**src/hw/pco_pkg.sv**
```systemverilog
package pco_pkg;

  // unit count and width of the axis select on the register port
  localparam int AXES = 2;
  localparam int AXIS_W = 1;
  localparam int NUM_GPO = 4;

  // register offsets, as printed (parameter numbers, not byte addresses)
  localparam logic [11:0] ADDR_CFG = 12'h185;
  localparam logic [11:0] ADDR_STATUS = 12'h186;
  localparam logic [11:0] ADDR_VALUE0 = 12'h187;
  localparam logic [11:0] ADDR_VALUE1 = 12'h188;
  localparam logic [11:0] ADDR_INCR = 12'h189;
  localparam logic [11:0] ADDR_PERIOD = 12'h18a;

  // configuration field positions
  localparam int CFG_ENABLE_BIT = 0;
  localparam int CFG_INVERT_BIT = 1;
  localparam int CFG_TOGGLE_BIT = 2;
  localparam int CFG_MODE_LSB = 3;
  localparam int CFG_SRC_LSB = 16;
  localparam logic [31:0] CFG_MASK = 32'h0003_001f;

  // status field positions
  localparam int STAT_LEVEL_BIT = 0;
  localparam int STAT_HIT0_BIT = 1;
  localparam int STAT_HIT1_BIT = 2;

  // pulse period field width
  localparam int PULSE_W = 20;

  // reset values
  localparam logic [31:0] CFG_RESET = 32'h0000_0000;
  localparam logic [31:0] VALUE_RESET = 32'h0000_0000;
  localparam logic [19:0] PERIOD_RESET = 20'h0_0000;

  // output pin function code that follows the compare output
  localparam logic [7:0] GPO_FUNC_FOLLOW = 8'h10;

  // pulse timing: period counts 10 ns units, the clock is 20 ns
  localparam int CLK_PERIOD_NS = 20;
  localparam int PULSE_UNIT_NS = 10;
  localparam int UNITS_PER_CLK = CLK_PERIOD_NS / PULSE_UNIT_NS;

  typedef enum logic [1:0] {
    PCO_MODE_DUAL,
    PCO_MODE_SINGLE,
    PCO_MODE_WINDOW,
    PCO_MODE_SINGLE_END
  } pco_mode_t;

  typedef enum logic [1:0] {
    PCO_SRC_LOOP,
    PCO_SRC_MOTOR,
    PCO_SRC_LOAD,
    PCO_SRC_RSVD
  } pco_src_t;

endpackage

```
**src/hw/pco_position_compare.sv**
```systemverilog
`timescale 1ns/1ps
`default_nettype none

// Function
// - follow-code output pins copy compare level
// - one compare unit per axis, two axes
// - enable bit gates all comparing
// - invert bit flips output active level
// - toggle on match, else timed pulse
// - mode field at bits 3-4
// - source select at bits 16-17, 3 reserved
// - source zero uses position loop encoder
// - source one uses motor encoder
// - source two uses load encoder
// - status bit 0 shows output, read-only
// - match flags sticky, write one clears
// - signed increment updates compare values
// - pulse length low 20 bits, 10 ns
// - dual mode moves opposite value by increment
// - single mode compares value 0, adds increment
// - window mode: above value 0, up to value 1
// - single-end mode disables past value 1
module pco_position_compare
  import pco_pkg::*;
(
  // clock and reset
  input wire logic sys_clk,
  input wire logic reset_n,
  // register port
  input wire logic [AXIS_W-1:0] reg_axis,
  input wire logic [11:0] reg_addr,
  input wire logic reg_wr,
  input wire logic reg_rd,
  input wire logic [31:0] reg_wdata,
  output logic [31:0] reg_rdata,
  output logic reg_rvalid,
  // encoder positions per axis
  input wire logic [AXES-1:0][31:0] pos_loop,
  input wire logic [AXES-1:0][31:0] pos_motor,
  input wire logic [AXES-1:0][31:0] pos_load,
  // compare outputs per axis
  output logic [AXES-1:0] cmp_level,
  // general purpose output pins
  input wire logic [NUM_GPO-1:0][7:0] gpo_func,
  input wire logic [NUM_GPO-1:0][AXIS_W-1:0] gpo_axis,
  input wire logic [NUM_GPO-1:0] gpo_fw_level,
  output logic [NUM_GPO-1:0] gpo_level
);

  //////////////////////////////////////////////////////////////////////////////
  // per-axis register storage

  logic [31:0] cfg_r [AXES];
  logic signed [31:0] val0_r [AXES];
  logic signed [31:0] val1_r [AXES];
  logic signed [31:0] incr_r [AXES];
  logic [PULSE_W-1:0] period_r [AXES];
  logic [AXES-1:0] hit0_flag_r;
  logic [AXES-1:0] hit1_flag_r;
  logic [AXES-1:0] level_r;
  logic [31:0] rdata_r;
  logic rvalid_r;
  logic [NUM_GPO-1:0] gpo_r;

  //////////////////////////////////////////////////////////////////////////////
  // one compare unit per axis

  generate
    for (genvar a = 0; a < AXES; a++) begin : g_axis
      logic wr_sel;
      logic signed [31:0] pos;
      logic signed [31:0] prev_r;
      logic prev_ok_r;
      logic en;
      logic inv;
      logic toggle;
      pco_mode_t mode;
      pco_src_t src;
      logic up0, dn0, up1, dn1;
      logic hit0, hit1;
      logic fire;
      logic stop;
      logic in_window;
      logic raw_r;
      logic [PULSE_W:0] cnt_r;

      assign wr_sel = reg_wr && (reg_axis == AXIS_W'(a));

      // configuration fields
      assign en = cfg_r[a][CFG_ENABLE_BIT];
      assign inv = cfg_r[a][CFG_INVERT_BIT];
      assign toggle = cfg_r[a][CFG_TOGGLE_BIT];
      assign mode = pco_mode_t'(cfg_r[a][CFG_MODE_LSB +: 2]);
      assign src = pco_src_t'(cfg_r[a][CFG_SRC_LSB +: 2]);

      // encoder source; the reserved code falls back to the loop encoder
      always_comb begin
        unique case (src)
          PCO_SRC_LOOP: pos = $signed(pos_loop[a]);
          PCO_SRC_MOTOR: pos = $signed(pos_motor[a]);
          PCO_SRC_LOAD: pos = $signed(pos_load[a]);
          PCO_SRC_RSVD: pos = $signed(pos_loop[a]);
        endcase
      end

      // positions are taken as same-domain counts; a foreign source needs syncing outside
      // previous sample; invalid while disabled so enabling never fakes a crossing
      always_ff @(posedge sys_clk or negedge reset_n) begin
        if (!reset_n) begin
          prev_r <= VALUE_RESET;
          prev_ok_r <= 1'b0;
        end else begin
          prev_r <= pos;
          prev_ok_r <= en;
        end
      end

      // a jump across the signed wrap point looks like a real crossing, so
      // wrapped encoder counts are not supported on a compare source
      // crossings in each direction; equality counts as being at or above the value
      assign up0 = en && prev_ok_r && (prev_r < val0_r[a]) && (pos >= val0_r[a]);
      assign dn0 = en && prev_ok_r && (prev_r >= val0_r[a]) && (pos < val0_r[a]);
      assign up1 = en && prev_ok_r && (prev_r < val1_r[a]) && (pos >= val1_r[a]);
      assign dn1 = en && prev_ok_r && (prev_r >= val1_r[a]) && (pos < val1_r[a]);
      assign hit0 = up0 || dn0;
      assign hit1 = up1 || dn1;
      assign in_window = (pos > val0_r[a]) && (pos <= val1_r[a]);

      // output events per mode
      always_comb begin
        unique case (mode)
          PCO_MODE_DUAL: fire = hit0 || hit1;
          PCO_MODE_SINGLE: fire = hit0;
          PCO_MODE_WINDOW: fire = 1'b0;
          PCO_MODE_SINGLE_END: fire = hit0;
        endcase
      end
      assign stop = hit1 && (mode == PCO_MODE_SINGLE_END);

      // otherwise a write that re-enables could be lost to a late stop
      // configuration; a software write beats the automatic disable
      always_ff @(posedge sys_clk or negedge reset_n) begin
        if (!reset_n) begin
          cfg_r[a] <= CFG_RESET;
        end else if (wr_sel && reg_addr == ADDR_CFG) begin
          cfg_r[a] <= reg_wdata & CFG_MASK;
        end else if (stop) begin
          cfg_r[a][CFG_ENABLE_BIT] <= 1'b0;
        end
      end

      // one update per sample: a move past several steps between samples
      // shifts the value once, so the source must move less than one step
      // value 0: software write, else hardware update
      always_ff @(posedge sys_clk or negedge reset_n) begin
        if (!reset_n) begin
          val0_r[a] <= VALUE_RESET;
        end else if (wr_sel && reg_addr == ADDR_VALUE0) begin
          val0_r[a] <= reg_wdata;
        end else if (mode == PCO_MODE_DUAL) begin
          if (up1) begin
            val0_r[a] <= val0_r[a] + incr_r[a];
          end else if (dn1) begin
            val0_r[a] <= val0_r[a] - incr_r[a];
          end
        end else if (mode != PCO_MODE_WINDOW && hit0) begin
          val0_r[a] <= val0_r[a] + incr_r[a];
        end
      end

      // value 1 moves only in dual mode
      always_ff @(posedge sys_clk or negedge reset_n) begin
        if (!reset_n) begin
          val1_r[a] <= VALUE_RESET;
        end else if (wr_sel && reg_addr == ADDR_VALUE1) begin
          val1_r[a] <= reg_wdata;
        end else if (mode == PCO_MODE_DUAL) begin
          if (up0) begin
            val1_r[a] <= val1_r[a] + incr_r[a];
          end else if (dn0) begin
            val1_r[a] <= val1_r[a] - incr_r[a];
          end
        end
      end

      // increment and pulse period
      always_ff @(posedge sys_clk or negedge reset_n) begin
        if (!reset_n) begin
          incr_r[a] <= VALUE_RESET;
          period_r[a] <= PERIOD_RESET;
        end else begin
          if (wr_sel && reg_addr == ADDR_INCR) begin
            incr_r[a] <= reg_wdata;
          end
          if (wr_sel && reg_addr == ADDR_PERIOD) begin
            period_r[a] <= reg_wdata[PULSE_W-1:0];
          end
        end
      end

      // each flag clears on its own bit, so they can be acknowledged apart
      // sticky match flags; a match in the clearing cycle survives
      always_ff @(posedge sys_clk or negedge reset_n) begin
        if (!reset_n) begin
          hit0_flag_r[a] <= 1'b0;
          hit1_flag_r[a] <= 1'b0;
        end else begin
          hit0_flag_r[a] <= hit0 || (hit0_flag_r[a] &&
            !(wr_sel && reg_addr == ADDR_STATUS && reg_wdata[STAT_HIT0_BIT]));
          hit1_flag_r[a] <= hit1 || (hit1_flag_r[a] &&
            !(wr_sel && reg_addr == ADDR_STATUS && reg_wdata[STAT_HIT1_BIT]));
        end
      end

      // the timer steps two units a clock, so odd periods round up a clock;
      // finer steps would need a faster clock than this block has
      // raw output and pulse timer; each clock is two 10 ns units
      always_ff @(posedge sys_clk or negedge reset_n) begin
        if (!reset_n) begin
          raw_r <= 1'b0;
          cnt_r <= '0;
        end else if (!en) begin
          raw_r <= 1'b0;
          cnt_r <= '0;
        end else if (mode == PCO_MODE_WINDOW) begin
          raw_r <= in_window;
          cnt_r <= '0;
        end else if (fire) begin
          raw_r <= toggle ? !raw_r : 1'b1;
          cnt_r <= (PULSE_W+1)'(UNITS_PER_CLK);
        end else if (!toggle && raw_r) begin
          if (cnt_r >= {1'b0, period_r[a]}) begin
            raw_r <= 1'b0;
          end else begin
            cnt_r <= cnt_r + (PULSE_W+1)'(UNITS_PER_CLK);
          end
        end
      end

      // polarity applied last so both pulse and toggle obey it
      always_ff @(posedge sys_clk or negedge reset_n) begin
        if (!reset_n) begin
          level_r[a] <= 1'b0;
        end else begin
          level_r[a] <= raw_r ^ inv;
        end
      end
    end
  endgenerate

  assign cmp_level = level_r;

  //////////////////////////////////////////////////////////////////////////////
  // read data holds between reads, so a slow master may take it late
  // register read: one cycle after the strobe; unmapped reads return zero

  always_ff @(posedge sys_clk or negedge reset_n) begin
    if (!reset_n) begin
      rdata_r <= 32'h0000_0000;
      rvalid_r <= 1'b0;
    end else begin
      rvalid_r <= reg_rd;
      if (reg_rd) begin
        unique case (reg_addr)
          ADDR_CFG: rdata_r <= cfg_r[reg_axis];
          ADDR_STATUS: rdata_r <= {29'h0000_0000, hit1_flag_r[reg_axis],
            hit0_flag_r[reg_axis], level_r[reg_axis]};
          ADDR_VALUE0: rdata_r <= val0_r[reg_axis];
          ADDR_VALUE1: rdata_r <= val1_r[reg_axis];
          ADDR_INCR: rdata_r <= incr_r[reg_axis];
          ADDR_PERIOD: rdata_r <= {12'h000, period_r[reg_axis]};
          default: rdata_r <= 32'h0000_0000;
        endcase
      end
    end
  end

  assign reg_rdata = rdata_r;
  assign reg_rvalid = rvalid_r;

  //////////////////////////////////////////////////////////////////////////////
  // pins lag the compare output by one clock, the price of a registered pin
  // output pins: follow code takes the compare level of the chosen axis

  generate
    for (genvar p = 0; p < NUM_GPO; p++) begin : g_gpo
      always_ff @(posedge sys_clk or negedge reset_n) begin
        if (!reset_n) begin
          gpo_r[p] <= 1'b0;
        end else if (gpo_func[p] == GPO_FUNC_FOLLOW) begin
          gpo_r[p] <= level_r[gpo_axis[p]];
        end else begin
          gpo_r[p] <= gpo_fw_level[p];
        end
      end
    end
  endgenerate

  assign gpo_level = gpo_r;

endmodule

`default_nettype wire

```
**config.mk**
```make
export PLATFORM = sky130hd
export DESIGN_NAME = pco_position_compare
export DESIGN_NICKNAME = d
export VERILOG_FILES = /design/src/hw/pco_pkg.sv /design/src/hw/pco_position_compare.sv
export SDC_FILE = /design/constraint.sdc
export NUM_CORES = 2
export LEC_CHECK = 0
export BUFFER_PORTS_ARGS = -buffer_cell sky130_fd_sc_hd__buf_2
export CAP_MARGIN = 30
export CORE_UTILIZATION = 42
export CTS_CLUSTER_SIZE = 20
export DETAILED_ROUTE_END_ITERATION = 10
export GPL_TIMING_DRIVEN = 1
export MAX_ROUTING_LAYER = met4
export PLACE_DENSITY = 0.69
export SYNTH_ARGS = -nofsm -noshare
export SYNTH_HDL_FRONTEND = slang
export SYNTH_SLANG_ARGS = --single-unit
```
**constraint.sdc**
```tcl
create_clock -name sys_clk -period 6.7 [get_ports sys_clk]
set_input_delay 1.34 -clock sys_clk [delete_from_list [all_inputs] [get_ports sys_clk]]
set_output_delay 1.34 -clock sys_clk [all_outputs]
set_load 0.01 [all_outputs]
```
==> results.json <==
{
  "hold_viol": 0,
  "clock-sinks": 397,
  "critPathSlowestCell": "dfrtp_2",
  "crit_path_start_kind": "register",
  "hold_class": "reg -> reg",
  "place_ws_ns": -0.8204,
  "start_util_pct": 42.61,
  "yosysMostFrequentCell": "ha_1",
  "synth-edff-count": 0,
  "critPathRequiredTime_ns": 7.19,
  "status": "complete, no violations",
  "drive_gt1_share_pct": 15.66,
  "rows": 106,
  "cpPeakStageDelay_ns": 0.42,
  "cts_buffers": 50,
  "arrival_ns": 6.96,
  "cp_common_cell": "buf_4",
  "maxCapViolCount": 0,
  "tightest_slew_ns": 1.082,
  "cts.clk_slew.worst_paths_ns": 0.06,
  "grt_pass1_wl_um": 192400,
  "synth_cells": 4393,
  "wl_um": 127200,
  "yosysTopAreaCellShare_pct": 27.77,
  "antenna_left": 0,
  "grt_max_degree": 173,
  "die_w_um": 293.9,
  "wl_per_cell_um": 21.27,
  "avgViaCountPerCell": 5.847,
  "netlist_top_cells_count": "ha_1, nand2_1, dfrtp_1",
  "avgSynthCellArea_sq_um": 8.143,
  "crit_start": "cfg_r[48]",
  "r2r-start": "cfg_r[48]",
  "h-tree-depth": 2,
  "finClkSkew_ns": 0.03220,
  "cts_hold_buf": 0,
  "die_h_um": 293.9,
  "yosysWarnings": 0,
  "max_freq_ghz": 0.1545,
  "r2r_cells": 33,
  "powerDensity_nw_per_um2": 142.7,
  "ys_ff_latch": 397,
  "power.total_mw": 5.995,
  "maxSlewViolCount": 0,
  "dp_cells": 5866,
  "crit_type": "reg -> reg",
  "root_buffer": "clkbuf_16",
  "nNetsFinal": 5573,
  "grt_pass1_vias": 33040,
  "cts_tree": "done",
  "drc": 0,
  "place_congestion": 0.9962,
  "slew_headroom_pct": 27.46,
  "post-dp-hpwl_um": 99320,
  "area_growth_pct": 17.39,
  "drt_iter0_drc": 3162,
  "endpoint": "val1_r[62]",
  "period_needed_ns": 6.474,
  "r2r_slack_ns": 0.23,
  "antenna_found_initial": 9,
  "synth-main-ff-cell": "dfrtp_1",
  "hold_slack_ns": 0.4846,
  "setup_viol": 0,
  "leakagePower_nw": 19.63,
  "fin_crit_sh_pct": 96.62,
  "setup_ws_ns": 0.2262,
  "clock_path_buffers": 3,
  "synth_top_cells_by_area": "dfrtp_1, ha_1, o21ai_0, nand2_1, a21oi_1",
  "r2r-end": "val1_r[62]",
  "clock_latency_ns": 0.63,
  "async_reset_ff_share_pct": 100.0,
  "io_buffers": 319,
  "io-pin-count": 320,
  "overflow": 0,
  "worstPathMaxFanout": 18,
  "vias": 34970,
  "syn_area_sq_um": 35770,
  "setup.worst_path.end_class": "register",
  "synth_cell_types": 80,
  "ys_seq_area_share_pct": 27.77,
  "dieArea_sq_um": 86350,
  "core-area_sq_um": 83950,
  "dr.pass1.iters": 7,
  "synth_nets": 5168,
  "final_cell_count_no_fill": 5981,
  "yosys.area.top_type": "dfrtp_1",
  "grt_usage_pct": 29.55,
  "ir_drop_uv": 162.4
}
## cells in the final DEF (no fill, tap or decap), types with 25 or more instances in the layout
cell         n
nor2_1     315
mux2i_1     94
inv_1      358
a21o_1      93
buf_2      319
nor2b_1     51
nor4_1      31
a211oi_1    38
nand4_1     64
nand2_1    453
buf_4      224
o21a_1      34
dfrtp_1    395
or3_1       31
xnor2_1    162
nor3_1      54
a31oi_1     56
nand2b_1    43
o21bai_1    32
a22oi_1    126
o211ai_1    45
o21ai_1     61
o21ai_0    348
ha_1       485
xor2_1      34
mux2_2      35
a222oi_1    35
nand3_1     94
clkbuf_16   52
and3_1      25
a21oi_1    315
## worst max-delay path: cells and delay by family, from the launching register on
kind                       cells  cell delay, ns
AOI/OAI and AO/OA             13            2.22
buffers and inverters          6            0.93
adders and majority gates      3            0.82
DFF                            1            0.42
xor gates and xnor gates       3            0.63
and+or+nand+nor                8            1.35
## where the power goes
part	leakage, nW	internal, mW	switching [mW]
Sequential	4.58	2.44	0.0299
Combinational	14.2	0.267	0.380
Clock	0.834	1.70	1.18
## how the worst min path moves through the flow
stage / from / end / depth (start not counted)
global placement: cfg_r[1] / cmp_level[1] / 1
finish: cfg_r[33] / cmp_level[0] / 1
floorplan: cfg_r[32] / g_axis[0].prev_ok_r / 0
global route: cfg_r[33] / cmp_level[0] / 1
detailed placement: cfg_r[33] / cmp_level[0] / 1
CTS: cfg_r[33] / cmp_level[0] / 1
## area by class of cell
type,count,area [sq um]
tap,1134,1419
multi-input combinational,3428,23950
clock inverter,18,254.0
fill,8081,41960
inverter,360,1351
sequential,397,9937
clock buffer,71,1451
timing repair buffer,561,3607
antenna,12,30.03
## per-stage QoR
step | TNS, ns | util, % | area (sq um)
after floorplan | 0 | - | 35780
after global placement | -10.80 | 47.48 | 39860
after detailed placement | -13.46 | 47.51 | 39880
after CTS | -0.08403 | 49.59 | 41630
after global routing | -0.1530 | 50.02 | 42000
final | 0 | 50.02 | 42000
## state kept, by name, indices dropped and copies added (netlist names)
signal            count
g_axis.cnt_r         40
val0_r               64
g_axis.raw_r          2
g_axis.prev_r        64
cmp_level             2
hit1_flag_r           2
reg_rvalid            1
val1_r               64
period_r             40
g_axis.prev_ok_r      2
reg_rdata            32
gpo_level             4
hit0_flag_r           2
incr_r               64
cfg_r                14
## layer usage
layer	up-vias	wire, um	track usage [%]
li1	16670	-	-
met2	1304	56840	45.47
met5	-	0	-
met4	0	5154	10.99
met1	16750	54590	38.36
met3	250	10620	5.740
## cell families (layout without fill, tap and decap cells)
family	Yosys count	in the layout	synth area share, %
xor+xnor	197	197	4.823
mux	131	131	3.805
buf+inv	568	1010	6.170
other cells	0	12	0
flops	397	397	27.77
compound gates	1354	1354	23.81
simple gates	1252	1252	16.21
fa+ha+maj	494	494	17.40
## repair_timing
action,in CTS,in global routing
setup endpoints to repair,17,26
buffers inserted,0,12
endpoints found under the hold margin,0,0
resized for setup,13,45
gates cloned,0,1
pin swaps,2,22
Note: power is estimated with default switching activity, not from simulation.
